### src/rtl/station_filter_pkg.sv
// Shared constants and types for the station address filter
package station_filter_pkg;

   // ---------------------------------------------
   // Line timing
   // ---------------------------------------------
   localparam int          CLK_HZ      = 100000000;
   localparam int          BAUD_BPS    = 9600;
   localparam int          CNT_W       = 16;
   // Longest whole bit time in clock cycles, rounded down
   localparam logic [15:0] BIT_CYCLES  = 16'(CLK_HZ / BAUD_BPS);
   localparam logic [15:0] HALF_CYCLES = 16'(CLK_HZ / BAUD_BPS / 2);
   localparam logic [2:0]  LAST_BIT    = 3'h7;

   // ---------------------------------------------
   // Addressing
   // ---------------------------------------------
   localparam logic [7:0] ADDR_OFFSET  = 8'h40;
   localparam logic [2:0] ADDR_HIGH    = 3'h2;
   localparam logic [4:0] ADDR_ANY     = 5'h00;
   localparam logic [4:0] ADDR_BCAST   = 5'h1F;
   localparam logic [4:0] STATION_MIN  = 5'h01;
   localparam logic [4:0] STATION_MAX  = 5'h1E;
   // Character that opens a telegram; the next one is the address
   localparam logic [7:0] START_CHAR   = 8'h04;

   // ---------------------------------------------
   // Types
   // ---------------------------------------------
   typedef enum logic [1:0] {RX_IDLE, RX_START, RX_DATA, RX_STOP} rx_state_type;
   typedef enum logic [1:0] {TX_IDLE, TX_START, TX_DATA, TX_STOP} tx_state_type;

   typedef struct packed {
      logic       valid;
      logic [7:0] data;
   } char_type;

   typedef struct packed {
      logic addr_valid;
      logic match;
      logic any;
      logic bcast;
      logic reply_ok;
   } addr_flags_type;

   typedef struct packed {
      rx_state_type   rx_state;
      logic [15:0]    rx_cnt;
      logic [2:0]     rx_bit;
      logic [7:0]     rx_shift;
      tx_state_type   tx_state;
      logic [15:0]    tx_cnt;
      logic [2:0]     tx_bit;
      logic [7:0]     tx_shift;
      logic           tx_line;
      logic           rts;
      logic           expect_addr;
      char_type       rx_char;
      addr_flags_type flags;
   } state_type;

endpackage

### src/rtl/station_filter.sv
// Station address filter with serial receiver and reply transmitter
//
// Contract
// - Own station number valid only from 1 to 30
// - Address 0 accepted whatever the station number
// - Address 31 accepted, never answered
// - Address character equals address plus 40h
// - Characters run at 9600 bit/s, slave only answers
`timescale 1ns/1ps

module station_filter
#(
   parameter logic [15:0] BIT_CYCLES  = station_filter_pkg::BIT_CYCLES,
   parameter logic [15:0] HALF_CYCLES = station_filter_pkg::HALF_CYCLES
)
(
   // Clock and reset
   input  wire logic                                i_clk,
   input  wire logic                                i_reset,
   // Configuration
   input  wire logic [4:0]                          i_station,
   // Serial line
   input  wire logic                                i_rx_line,
   output      logic                                o_tx_line,
   output      logic                                o_rts,
   // Received characters
   output      station_filter_pkg::char_type        o_rx_char,
   // Address decision
   output      station_filter_pkg::addr_flags_type  o_addr,
   // Reply characters
   input  wire station_filter_pkg::char_type        i_tx_char,
   output      logic                                o_tx_ready
);

   station_filter_pkg::state_type s_q;
   station_filter_pkg::state_type s_d;

   // ------------------------------------------------
   // Address decoding
   // ------------------------------------------------

   // Valid address characters lie between '@' and '_'
   function automatic logic is_addr_char(input logic [7:0] c);
      is_addr_char = (c[7:5] == station_filter_pkg::ADDR_HIGH);
   endfunction

   // Own station only counts when it lies in the legal range
   function automatic logic station_ok(input logic [4:0] st);
      station_ok = (st >= station_filter_pkg::STATION_MIN) &&
                   (st <= station_filter_pkg::STATION_MAX);
   endfunction

   // ------------------------------------------------
   // Next state
   // ------------------------------------------------

   // One process carries receiver, decision and transmitter
   always_comb
   begin
      logic [4:0] addr;
      logic       got_char;
      addr          = 5'h00;
      got_char      = 1'b0;
      s_d           = s_q;
      s_d.rx_char.valid    = 1'b0;
      s_d.flags.addr_valid = 1'b0;

      // Receiver, mid-bit sampling at the line rate
      case (s_q.rx_state)
         station_filter_pkg::RX_IDLE:
         begin
            s_d.rx_cnt = 16'h0000;
            if (!i_rx_line)
            begin
               s_d.rx_state = station_filter_pkg::RX_START;
            end
         end
         station_filter_pkg::RX_START:
         begin
            s_d.rx_cnt = s_q.rx_cnt + 16'h0001;
            if (s_q.rx_cnt == HALF_CYCLES - 16'h0001)
            begin
               s_d.rx_cnt = 16'h0000;
               s_d.rx_bit = 3'h0;
               // A glitch shorter than half a bit is not a start
               s_d.rx_state = i_rx_line ? station_filter_pkg::RX_IDLE
                                        : station_filter_pkg::RX_DATA;
            end
         end
         station_filter_pkg::RX_DATA:
         begin
            s_d.rx_cnt = s_q.rx_cnt + 16'h0001;
            if (s_q.rx_cnt == BIT_CYCLES - 16'h0001)
            begin
               s_d.rx_cnt   = 16'h0000;
               s_d.rx_shift = {i_rx_line, s_q.rx_shift[7:1]};
               s_d.rx_bit   = s_q.rx_bit + 3'h1;
               if (s_q.rx_bit == station_filter_pkg::LAST_BIT)
               begin
                  s_d.rx_state = station_filter_pkg::RX_STOP;
               end
            end
         end
         station_filter_pkg::RX_STOP:
         begin
            s_d.rx_cnt = s_q.rx_cnt + 16'h0001;
            if (s_q.rx_cnt >= BIT_CYCLES - 16'h0001)
            begin
               // Hold at mark wait, so a low stop bit is never taken as a start
               s_d.rx_cnt = BIT_CYCLES;
               if (i_rx_line)
               begin
                  s_d.rx_state = station_filter_pkg::RX_IDLE;
               end
               // Framing errors drop the character silently
               got_char = i_rx_line && (s_q.rx_cnt == BIT_CYCLES - 16'h0001);
            end
         end
         default:
         begin
            s_d.rx_state = station_filter_pkg::RX_IDLE;
         end
      endcase

      // Address decision on the character after the opener
      if (got_char)
      begin
         s_d.rx_char.valid = 1'b1;
         s_d.rx_char.data  = s_q.rx_shift;
         if (s_q.rx_shift == station_filter_pkg::START_CHAR)
         begin
            // New telegram withdraws permission to answer
            s_d.expect_addr    = 1'b1;
            s_d.flags.match    = 1'b0;
            s_d.flags.any      = 1'b0;
            s_d.flags.bcast    = 1'b0;
            s_d.flags.reply_ok = 1'b0;
         end
         else if (s_q.expect_addr)
         begin
            s_d.expect_addr = 1'b0;
            if (is_addr_char(s_q.rx_shift))
            begin
               addr = s_q.rx_shift[4:0] - station_filter_pkg::ADDR_OFFSET[4:0];
               s_d.flags.addr_valid = 1'b1;
               s_d.flags.any   = (addr == station_filter_pkg::ADDR_ANY);
               s_d.flags.bcast = (addr == station_filter_pkg::ADDR_BCAST);
               s_d.flags.match = station_ok(i_station) && (addr == i_station);
               // Broadcast is acted on but never answered
               s_d.flags.reply_ok = s_d.flags.any || s_d.flags.match;
            end
         end
      end

      // Transmitter, only ever in answer to an accepted telegram
      case (s_q.tx_state)
         station_filter_pkg::TX_IDLE:
         begin
            s_d.tx_line = 1'b1;
            s_d.tx_cnt  = 16'h0000;
            if (i_tx_char.valid && o_tx_ready)
            begin
               s_d.tx_shift = i_tx_char.data;
               s_d.tx_line  = 1'b0;
               s_d.tx_state = station_filter_pkg::TX_START;
            end
         end
         station_filter_pkg::TX_START:
         begin
            s_d.tx_cnt = s_q.tx_cnt + 16'h0001;
            if (s_q.tx_cnt == BIT_CYCLES - 16'h0001)
            begin
               s_d.tx_cnt   = 16'h0000;
               s_d.tx_bit   = 3'h0;
               s_d.tx_line  = s_q.tx_shift[0];
               s_d.tx_state = station_filter_pkg::TX_DATA;
            end
         end
         station_filter_pkg::TX_DATA:
         begin
            s_d.tx_cnt = s_q.tx_cnt + 16'h0001;
            if (s_q.tx_cnt == BIT_CYCLES - 16'h0001)
            begin
               s_d.tx_cnt   = 16'h0000;
               s_d.tx_bit   = s_q.tx_bit + 3'h1;
               s_d.tx_shift = {1'b1, s_q.tx_shift[7:1]};
               s_d.tx_line  = s_q.tx_shift[1];
               if (s_q.tx_bit == station_filter_pkg::LAST_BIT)
               begin
                  s_d.tx_line  = 1'b1;
                  s_d.tx_state = station_filter_pkg::TX_STOP;
               end
            end
         end
         station_filter_pkg::TX_STOP:
         begin
            s_d.tx_cnt = s_q.tx_cnt + 16'h0001;
            if (s_q.tx_cnt == BIT_CYCLES - 16'h0001)
            begin
               s_d.tx_state = station_filter_pkg::TX_IDLE;
            end
         end
         default:
         begin
            s_d.tx_state = station_filter_pkg::TX_IDLE;
         end
      endcase

      // Direction held only across a character in flight
      s_d.rts = (s_d.tx_state != station_filter_pkg::TX_IDLE);
   end

   // ------------------------------------------------
   // State register
   // ------------------------------------------------

   // Synchronous reset leaves the line idle and released
   always_ff @(posedge i_clk)
   begin
      if (i_reset)
      begin
         s_q          <= '0;
         s_q.rx_state <= station_filter_pkg::RX_IDLE;
         s_q.tx_state <= station_filter_pkg::TX_IDLE;
         s_q.tx_line  <= 1'b1;
      end
      else
      begin
         s_q <= s_d;
      end
   end

   // ------------------------------------------------
   // Outputs
   // ------------------------------------------------

   // Ready is combinational; data all from flip-flops
   assign o_tx_ready = (s_q.tx_state == station_filter_pkg::TX_IDLE) &&
                       s_q.flags.reply_ok && !s_q.flags.bcast;
   assign o_tx_line  = s_q.tx_line;
   assign o_rts      = s_q.rts;
   assign o_rx_char  = s_q.rx_char;
   assign o_addr     = s_q.flags;
endmodule

### config.mk
export PLATFORM = sky130hd
export DESIGN_NAME = station_filter
export DESIGN_NICKNAME = d
export VERILOG_FILES = /design/src/rtl/station_filter_pkg.sv /design/src/rtl/station_filter.sv
export SDC_FILE = /design/constraint.sdc
export NUM_CORES = 1
export LEC_CHECK = 0
export ABC_AREA = 1
export BUFFER_PORTS_ARGS = -buffer_cell sky130_fd_sc_hd__buf_4
export CAP_MARGIN = 20
export CORE_MARGIN = 10
export CORE_UTILIZATION = 45
export CTS_CLUSTER_SIZE = 10
export DETAILED_ROUTE_END_ITERATION = 7
export GPL_ROUTABILITY_DRIVEN = 1
export MAX_ROUTING_LAYER = met4
export PLACE_DENSITY = 0.7
export SYNTH_ARGS = -nofsm -noshare
export SYNTH_HDL_FRONTEND = slang
export SYNTH_SLANG_ARGS = --single-unit
### constraint.sdc
create_clock -name i_clk -period 4.6 [get_ports i_clk]
set_clock_uncertainty 0.2 [all_clocks]
set_input_delay 0.23 -clock i_clk [delete_from_list [all_inputs] [get_ports i_clk]]
set_output_delay 0.23 -clock i_clk [all_outputs]
set_load 0.01 [all_outputs]
[Word level (Yosys, flattened, before mapping)]
Cells that the tools add are included.
Storage, ports and cells
  register bits after elaboration: 75
  output and inout port bits: 17
  bits of input ports: 17
Operators by class
  bitwise logic cells: 2
  eq/ne operators: 24
  mux-type cells: 29
  add/subtract/negate cells: 4
  magnitude comparators: 3
  reduce and logical (&&, ||, !) cells: 26
Operators with widths (count)
  case mux 18 bit (4 select lines): 2
  2-to-1 mux 21 bit: 2
  adder 16 x 1 -> 16 bit, second input constant: 2
  == test 16 x 14 -> 1 bit, second input constant: 2
  2-to-1 mux 30 bit: 1
  2-to-1 mux 29 bit: 1
  2-to-1 mux 18 bit: 1
  inequality test 2 bit, second input constant: 9
  == test 16 x 13 -> 1 bit, second input constant: 1
  >= comparator 16 x 14 -> 1 bit, second input constant: 1
  case mux 8 bit (2 select lines): 1
  AND reduction 3 bit: 5
  2-to-1 mux 14 bit: 1
  2-to-1 mux 2 bit: 7
  case mux 3 bit (2 select lines): 2
  nonzero test 2 bit: 6
  2-to-1 mux 5 bit: 2
  2-to-1 mux 9 bit: 1
  == test 2 bit, second input constant: 4
  == test 8 x 3 -> 1 bit, second input constant: 1
  adder 3 x 1 -> 3 bit, second input constant: 2
  == test 3 bit, second input constant: 2
  logical AND 1 bit: 6
  2-to-1 mux 1 bit: 6
  17 further kinds: 20

[Depth between registers and ports, before layout]
Gate-level depths: netlist of run 1.
  depth after elaboration: 8
  gate-level depth with buffers: 13

[Worst setup path after synthesis of run 1]
OpenSTA, ideal clock, no wires.
  kind: register -> register
  from: register s_q[45] (netlist bit)
  to: register s_q[17] (netlist bit)
  data arrival time: 1.645 ns
  required time: 4.287 ns
  clock period less this slack: 1.958 ns
  setup slack: 2.642 ns
  buffers on the path: 1
  cell stages (with the launch flop): 11
  cells stage by stage: dfxtp_1 inv_1 ha_1 nand2_1 nor2_1 nand2_1 nor2_2 a21oi_2 buf_4 nor2_1 nor2_1
Between the ends
  word-level cells in the longest chain between the ends: 6
  elaborated cells on any way between the ends: 10
Ends and longest elaborated chain
  from (decl): RTL line station_filter.sv:35  | station_filter_pkg::state_type s_q;
  zero test 2 bit: RTL line station_filter.sv:238  | assign o_tx_ready = (s_q.tx_state == station_filter_pkg::TX_IDLE) &&
  logical AND 1 bit: RTL line station_filter.sv:238
  logical AND 1 bit: RTL line station_filter.sv:239  | s_q.flags.reply_ok && !s_q.flags.bcast;
  named net o_tx_ready: RTL line station_filter.sv:32  | output logic o_tx_ready
  logical AND 1 bit: RTL line station_filter.sv:161  | if (i_tx_char.valid && o_tx_ready)
  inequality test 2 bit (no source line)
  AND reduction 3 bit (no source line)
The timed path passes the listed nets, and every way through them passes these cells.
A chain may end at the register's enable or synchronous reset.

[Worst setup path after layout of run 1]
  from: register s_q[45] (netlist bit)
  to: register s_q[23] (netlist bit)
Between the ends
  word-level cells in the longest chain between the ends: 6
  elaborated cells on any way between the ends: 10
Ends and longest elaborated chain (RTL line)
  zero test 2 bit: station_filter.sv:156, station_filter.sv:238
  logical AND 1 bit: station_filter.sv:238
  logical AND 1 bit: station_filter.sv:239
  logical AND 1 bit: station_filter.sv:161
  inequality test 2 bit (no source line)
  AND reduction 3 bit (no source line)
Several ways; a longest one is shown, not always the timed one.

==> impl_metrics.yaml, run 1 <==
worst_setup_path:
  crit_type: "flip-flop to flip-flop"
  reg2reg_to: "s_q[23]"
  slowest_stage: "a21oi_2"
  cpMostUsedCell: "nand2_1"
  cp-start-kind: "flip-flop"
  cp-startpoint: "s_q[45]"
  crit_buf_inv: 1
  cpLargestDelayFamily: "simple AND/OR/NAND/NOR gates"
  setup.worst_path.end: "s_q[23]"
  crit_fanout: 15
  reg2reg_slack_ns: 2.40
  worstPathRequired_ns: 4.65
  path_depth: 10
  worstPathArrival_ns: 2.25
  worstRegToRegCells: 10
  cp_slowest_stage_delay_ns: 0.50
  worstSetupEndpointType: "flip-flop"
  r2r_start: "s_q[45]"
  crit_chain: "inv_1 > ha_1 > nand2_1 > nor2_1 > nand2_1 > nor2_2 > a21oi_2 > nand2_1 > nand2_1 > nor2_1"
die:
  core_um2: 8300
  fp.dieH_um: 113
  num_rows: 33
  die_w_um: 113
  io_pins: 34
  die_area_um2: 12700
  start_util_pct: 46.7
grt:
  grt_pass1_vias: 3296
  grt_pass1_wl_um: 14200
  grt_start_max_net_pins: 32
  gr-usage-all-layers_pct: 13.4
  grt-ovfl-total: 0
  antenna_found_initial: 0
logic_synthesis:
  syn-num-nets: 582
  syn_area_um2: 3870
  synth_seq_area_share_pct: 38.8
  ys_types: 33
  yosys_warnings: 0
  avgSynthCellArea_um2: 6.99
  syn_inst: 554
  synth_seq_cells: 75
clocking:
  clock-sinks: 75
  clk_path_buf_depth: 2
  cts_root_buf: "clkbuf_8"
  cts_max_level: 3
  cts_tree: "yes"
  clk_pin_slew_ns: 0.08
  cts_buffers: 9
  worstSkewPairLatency_ns: 0.35
  post_cts_buffers: 0
timing:
  fmax_mhz: 455
  fin_crit_sh_pct: 47.8
  grt_setup_unrepaired: "false"
  tightest_slew_ns: 0.903
  fin_crit_ns: 2.20
  hold_slack_ns: 0.0109
  setup_viol: 0
  maxSlewHeadroom_pct: 39.7
  setup_tns_ns: 0
  report.final.slew_viol_count: 0
  final_hold_viol_count: 0
  worst_slack_ns: 2.40
worst_hold_path:
  worstHoldPathCells: 5
  hp-class: "primary input to flip-flop"
route:
  top_layer_used: "met4"
  wire_per_inst_um: 11.8
  vias: 3367
  routed_wl_um: 8130
  dr_wl_met3_um: 259
  drt-met1-wl_um: 3850
  drc: 0
  dr.pass1.iters: 4
  drt_iter0_markers: 170
  wl_met2_um: 3930
  drt-vias-per-instance: 4.89
  ant_nets: 0
place:
  place_hpwl_um: 6000
  post-place-ws_ns: 2.42
  finalWeightedCongestion: 0.886
  placed_cell_area_um2: 4100
  numPortBuffers: 33
finish:
  final_cell_mix: "nand2_1 (112), nor2_1 (102), dfxtp_1 (75)"
  fin_area_um2: 4310
  antenna_cells: 0
  syn_to_final_growth_pct: 11.4
  finalNetCount: 606
  drive_above_1_share_pct: 12.3
  final_common_cell: "nand2_1"
pwr:
  power_density_nw_per_um2: 298
  irDropWorstVdd_v: 0.000232
  p_leak_uw: 0.00191
  report.power.total_uw: 1290
job:
  drv_cap: 0
status:
  status: "completed"
==> worst min-delay path by stage <==
| stage | slack [ns] | from | endpoint |
|---|---|---|---|
| final | 0.01 | i_tx_char[4] | s_q[21] |
| after global routing | 0.02 | i_reset | s_q[68] |
| after CTS | 0.001 | i_reset | s_q[62] |
| after detailed placement | 0.24 | s_q[28] | s_q[28] |
| after global placement | 0.23 | s_q[28] | s_q[28] |
| after floorplan | 0.17 | i_tx_char[7] | s_q[24] |
==> cell usage after synthesis (all sizes together) <==
cell type | instances | area, µm²
xnor2 | 6 | 52.6
o211ai | 1 | 7.51
a21oi | 25 | 129
ha | 11 | 138
a211oi | 1 | 12.5
nor2 | 112 | 470
buf | 20 | 145
nand3 | 30 | 160
nor3b | 3 | 22.5
o21ai | 37 | 185
a31oi | 3 | 18.8
xor2 | 15 | 131
inv | 69 | 259
nand4 | 12 | 75.1
or2 | 1 | 6.26
clkbuf | 3 | 11.3
nand2 | 116 | 450
o21bai | 1 | 7.51
nand3b | 3 | 22.5
dfxtp | 75 | 1500
nor3 | 10 | 66.3
==> metal layers <==
metal  global-route usage [%]  up-vias
met3                     3.59        8
met5                        -        -
met4                     4.31        0
met2                     22.5       44
li1                         -     1788
met1                     15.0     1527
==> sequential cells by signal (all words and copies together), names as in the netlist <==
name       flops
o_addr         5
s_q           59
o_tx_line      1
o_rts          1
o_rx_char      9
==> worst min-delay path, stage by stage <==
cell,delay (ns)
buf_4,0.07
nand2_1,0.04
o21ai_0,0.06
nor2_1,0.04
nor2_1,0.08
==> repair_timing <==
action | in CTS | in global routing
resized for setup | 0 | 0
hold buffers | 3 | 0
endpoints found under the hold margin | 3 | 0
==> logic make-up after synthesis <==
logic type      Yosys count  share of synthesized area (%)
fa+ha+maj                11                           3.55
simple gates            287                           32.9
xor+xnor                 21                           4.75
compound gates           68                           9.31
buf+inv                  92                           10.7
flops                    75                           38.8
==> where the power goes <==
part           total, µW  leakage (µW)  switching, µW  internal (µW)
registers            673      0.000604           12.4            660
clock network        476     0.0000880            250            226
logic                137       0.00122           92.4           44.2
==> cell type report <==
type | count | area [µm²]
Multi-Input combinational cell | 387 | 1960
Inverter | 69 | 259
Timing Repair Buffer | 36 | 278
Fill cell | 825 | 3990
Tap cell | 105 | 131
Clock buffer | 11 | 151
Sequential cell | 75 | 1500
Clock inverter | 5 | 36.3
==> per-stage QoR <==
step,std cells,utilization (%)
5_1_grt,688,52.0
3_3_place_gp,669,49.3
2_1_floorplan,554,-
4_1_cts,688,52.0
3_5_place_dp,669,49.3
6_report,688,52.0
(Power assumes the default switching activity.)
==> run 2, diff against run 1 <==
ABC_AREA = 0   (was 1)
clock period = 2.1 ns   (was 4.6 ns; I/O delays follow)
==> run 2 against run 1 <==
Setup slack lost 2.5 ns. Critical path depth fell by 4. Non-clock buffer count rose by 70. Critical path type unchanged. Fmax is 1.5% higher. Largest cell class unchanged. Global-route usage is 0.99 points higher. Sequential cell count stayed put. Highest routed layer unchanged. Clock power up 130%. The flow now finishes with violations (hold timing, setup timing). Largest power group unchanged. First-iteration DRC count is 45% lower. Synthesized cell count shrank 25%.
==> impl_metrics.yaml, run 2 <==
status:
  status: "finished, violations left"
  violations: "hold timing, setup timing"
route:
  wire_per_inst_um: 13.8
  vias: 3245
  routed_wl_um: 8450
  ant_nets: 0
  drt-vias-per-instance: 5.29
  drc: 0
  dr.pass1.iters: 4
  drt_iter0_markers: 94
timing:
  fin_crit_ns: 2.17
  tightest_slew_ns: 0.591
  fmax_mhz: 462
  setup_viol: 12
  maxSlewHeadroom_pct: 60.6
  grt_setup_unrepaired: "true"
  hold_slack_ns: -0.00390
  fin_crit_sh_pct: 103
  setup_tns_ns: -0.666
  final_hold_viol_count: 1
  report.final.slew_viol_count: 0
  worst_slack_ns: -0.0654
die:
  core_um2: 7770
  num_rows: 32
  start_util_pct: 46.4
  io_pins: 34
  fp.dieH_um: 110
  die_area_um2: 12000
  die_w_um: 110
place:
  post-place-ws_ns: -0.0280
  place_hpwl_um: 5920
  numPortBuffers: 33
  finalWeightedCongestion: 0.860
worst_hold_path:
  hp-class: "primary input to flip-flop"
  holdPathEnd: "s_q[24]"
  worstHoldPathCells: 4
  min_from: "i_tx_char[8]"
pwr:
  power_density_nw_per_um2: 574
  irDropWorstVdd_v: 0.000267
  p_leak_uw: 0.00183
logic_synthesis:
  synth_ff_type: "dfxtp_1"
  synth_common_cells: "dfxtp_1 (75), nor2_1 (56), nand2_1 (37)"
  synth_seq_area_share_pct: 41.6
  ys_types: 55
  synth.top_cell.area_share_pct: 41.6
  avgSynthCellArea_um2: 8.63
  syn-num-nets: 446
  synth_top_area_cell: "dfxtp_1"
  syn_inst: 418
  yosysMostFrequentCell: "dfxtp_1"
  syn_area_um2: 3610
  synth.area.top_cells: "dfxtp_1 (42%), nor2_1 (5.8%), xnor2_1 (4.6%)"
  synth_seq_cells: 75
  synth-edff-count: 0
  yosys_warnings: 0
  async_flop_share_pct: 0
finish:
  final_common_cell: "buf_4"
  drive_above_1_share_pct: 29.5
  fin_util_pct: 61.4
  syn_to_final_growth_pct: 32.3
  finalNetCount: 536
  top_register: "s_q"
  antenna_cells: 0
  final_cell_mix: "buf_4 (90), dfxtp_1 (70), nor2_1 (53)"
  largest_register_ffs: 59
  fillerInstances: 665
grt:
  grt_pass1_wl_um: 13700
  grt_start_max_net_pins: 58
  grt_pass1_vias: 3049
  antenna_found_initial: 0
  grt-ovfl-total: 0
  gr-usage-all-layers_pct: 14.3
clocking:
  cts_tree: "yes"
  cts_root_buf: "clkbuf_8"
  clock-sinks: 75
  worstSkewPairLatency_ns: 0.34
  cts_buffers: 9
  clk_pin_slew_ns: 0.08
  cts_max_level: 3
  clk_path_buf_depth: 2
worst_setup_path:
  reg2reg_slack_ns: -0.07
  crit_type: "flip-flop to flip-flop"
  crit_chain: "or4_4 > o41ai_4 > nor2_1 > a221oi_2 > buf_4 > nor3_1"
  r2r_start: "s_q[66]"
  cp_slowest_stage_delay_ns: 0.55
  slowest_stage: "or4_4"
  worstRegToRegCells: 6
  worstSetupEndpointType: "flip-flop"
  worstPathRequired_ns: 2.10
  worstPathArrival_ns: 2.17
  cp-start-kind: "flip-flop"
  reg2reg_to: "s_q[71]"
  crit_fanout: 6
job:
  drv_cap: 0
-- run 2: worst max-delay path by stage --
stage	startpoint	cells after the start	to
after floorplan	s_q[57]	7	s_q[59]
final	s_q[66]	6	s_q[71]
after global routing	s_q[70]	5	s_q[73]
after detailed placement	s_q[58]	7	s_q[58]
after global placement	s_q[58]	7	s_q[72]
after CTS	s_q[66]	6	s_q[71]
-- run 2: stage by stage --
stage	hold WS, ns	std cells	power [µW]	instance area (µm²)
2_1_floorplan	0.0522	418	1580	3620
3_3_place_gp	0.183	582	1650	4270
3_5_place_dp	0.196	582	1660	4270
4_1_cts	0.00864	609	2760	4600
5_1_grt	0.0258	614	2830	4770
6_report	-0.00390	614	2740	4770
-- run 2: report_power, final --
| part | internal [µW] | switching, µW | total (µW) |
|---|---|---|---|
| combinational | 102 | 105 | 207 |
| sequential | 1440 | 9.37 | 1450 |
| clock | 544 | 541 | 1090 |
| total | 2080 | 655 | 2740 |
-- run 2: logic make-up after synthesis --
group           count (synthesis)  share of synthesized area [%]
xor+xnor                       31                           7.53
simple gates                  191                           27.0
flops                          75                           41.6
compound gates                 61                           11.5
buf+inv                        39                           5.76
mux                            10                           2.81
fa+ha+maj                      11                           3.82
-- run 2: worst max-delay path, delay by kind of cell (launching register included) --
family | cells | cell delay (ns)
AND/OR/NAND/NOR | 3 | 0.69
buffers and inverters | 1 | 0.20
AO/OA/AOI/OAI | 2 | 0.61
flip-flops | 1 | 0.33
-- run 2: cell type report --
class	count	area [µm²]	share of cell area, %
sequential	75	1510	31.6
multi-input combinational	304	2040	42.8
timing repair buffer	106	861	18.0
clock inverter	6	65.1	1.36
inverter	12	45.0	0.944
clock buffer	9	124	2.60
tap	102	128	2.68
-- run 2: timing repair --
item	in CTS	in global routing
cloned	0	0
hold buffers	10	0
pin swaps	4	9
buffers inserted	2	5
setup endpoints to repair	22	51
endpoints found under the hold margin	13	0
gates resized for setup	6	29
-- run 2: routing by layer --
metal	routed length (µm)	up-vias	GRT usage (%)
met4	92	0	5.48
met5	0	-	-
met1	4090	1531	17.8
met2	3970	62	22.4
li1	-	1645	-
met3	296	7	3.16
==> run 3, diff against run 2 <==
clock period = 2.73 ns   (was 2.1 ns; I/O delays follow)
==> run 3 against run 2 <==
The run now ends clean. Routed wire length down 8.6%. Highest routed layer unchanged. Largest power group unchanged. Sequential cell count stayed put. Utilization fell by 7.6 points. Power down 20%. Sequential share of layout area grew 4.3 points. Design area decreased by 12%. Global-route usage fell by 0.57 points. Combinational power shrank 37%. Critical path depth rose by 1. Register-to-register slack better by 0.41 ns.
==> impl_metrics.yaml, run 3 (synthesis gave the netlist of run 2 again) <==
finish:
  multi_input_area_um2: 1900
  top_register: "s_q"
  final_common_cell: "dfxtp_1"
  fin_area_um2: 4180
  register_area_um2: 1500
  antenna_cells: 0
  finalNetCount: 479
  drive_above_1_share_pct: 14.9
  final_cell_mix: "dfxtp_1 (75), nor2_1 (56), buf_4 (39)"
  fillerInstances: 723
  syn_to_final_growth_pct: 16.0
  largest_register_ffs: 59
place:
  place_hpwl_um: 5350
  numPortBuffers: 33
  placed_cell_area_um2: 3860
  finalWeightedCongestion: 0.906
route:
  drt_iter0_markers: 151
  ant_nets: 0
  dr.pass1.iters: 4
  routed_wl_um: 7720
  wire_per_inst_um: 13.8
  drt-vias-per-instance: 5.45
  vias: 3041
  drc: 0
pwr:
  irDropWorstVdd_v: 0.000276
  report.power.total_uw: 2190
  power_density_nw_per_um2: 522
  p_leak_uw: 0.00149
job:
  drv_cap: 0
grt:
  grt_util_met3_pct: 2.98
  grt_start_max_net_pins: 58
  gr-usage-all-layers_pct: 13.8
  grt_pass1_vias: 2854
  grt_util_met2_pct: 21.3
  gr-usage-met1_pct: 17.0
  antenna_found_initial: 0
  grt_pass1_wl_um: 13200
  top_usage_layer: "met2"
  grt-ovfl-total: 0
clocking:
  cts_root_buf: "clkbuf_8"
  cts_max_level: 3
  cts_buffers: 9
  worstSkewPairLatency_ns: 0.35
  clk_path_buf_depth: 2
  clock-sinks: 75
  clk_pin_slew_ns: 0.08
  cts_tree: "yes"
  cts_resized: 0
worst_setup_path:
  cp-start-kind: "flip-flop"
  cpLargestDelayFamily: "simple AND/OR/NAND/NOR gates"
  cp_slowest_stage_delay_ns: 0.49
  worstSetupEndpointType: "flip-flop"
  crit_buf_inv: 1
  crit_chain: "ha_1 > or3b_2 > o41ai_2 > nor2_1 > a221oi_2 > buf_4 > nor3b_1"
  crit_fanout: 11
  worstPathRequired_ns: 2.74
  worstPathArrival_ns: 2.40
  slowest_stage: "or3b_2"
  crit_type: "flip-flop to flip-flop"
timing:
  fmax_mhz: 419
  report.final.slew_viol_count: 0
  fin_crit_sh_pct: 87.5
  setup_viol: 0
  fin_crit_ns: 2.39
  maxSlewHeadroom_pct: 52.7
  final_hold_viol_count: 0
  setup_tns_ns: 0
  tightest_slew_ns: 0.703
  grt_setup_unrepaired: "false"
die:
  io_pins: 34
  num_rows: 32
  die_w_um: 110
  core_um2: 7770
  fp.dieH_um: 110
  start_util_pct: 46.4
  die_area_um2: 12000
worst_hold_path:
  hp-class: "primary input to flip-flop"
status:
  status: "completed"
[run 3: cell types whose count changed in the layout (fill, tap and decap cells not counted), moves of 3 or more]
| cell | before | now |
|---|---|---|
| dfxtp_2 | 5 | 0 |
| buf_4 | 90 | 39 |
| dfxtp_1 | 70 | 75 |
| buf_6 | 4 | 0 |
| nor2_1 | 53 | 56 |
[run 3: worst reg2reg max path: stages, from the launching register on]
cell and delay (ns):
dfxtp_1 0.38, ha_1 0.26, or3b_2 0.49, o41ai_2 0.38, nor2_1 0.09, a221oi_2 0.18
buf_4 0.21, nor3b_1 0.07
[run 3: stage by stage]
stage	worst slack [ns]	utilization (%)	cells	hold slack (ns)
floorplan	0.511	-	418	0.0837
finish	0.341	53.8	558	0.0450
CTS	0.359	53.8	558	0.0384
detailed placement	0.384	49.8	532	0.220
global placement	0.438	49.8	532	0.210
global route	0.181	53.8	558	0.0884
[run 3: worst paths after layout]
kind | slack [ns] | cells past startpoint | start | to
worst max-delay path | 0.34 | 7 | s_q[57] | s_q[58]
worst max register to register | 0.34 | 7 | s_q[57] | s_q[58]
worst min register to register | 0.25 | 2 | s_q[14] | s_q[14]
worst min-delay path | 0.05 | 6 | i_station[1] | o_addr[0]
[run 3: repair_timing]
action / in CTS / in global routing
hold endpoints to repair: 13 / 0
hold buffers: 10 / 0
buffers inserted: 0 / 0
[run 3: layer usage]
layer  up-vias  part of all wire (%)
li1       1536                     -
met1      1422                    48
met2        71                    46
met3        12                   4.0
met4         0                   1.5
met5         -                     0
[run 3: area by class of cell]
type | count | share of cell area (%)
sequential | 75 | 35.9
tap | 102 | 3.05
multi-input combinational | 304 | 45.4
clock buffer | 10 | 3.05
timing repair buffer | 49 | 9.39
inverter | 12 | 1.08
clock inverter | 6 | 2.15
[run 3: power breakdown]
part | total, µW | switching [µW] | internal [µW]
Sequential | 1120 | 11.1 | 1110
Clock | 938 | 422 | 516
Combinational | 131 | 66.4 | 64.2
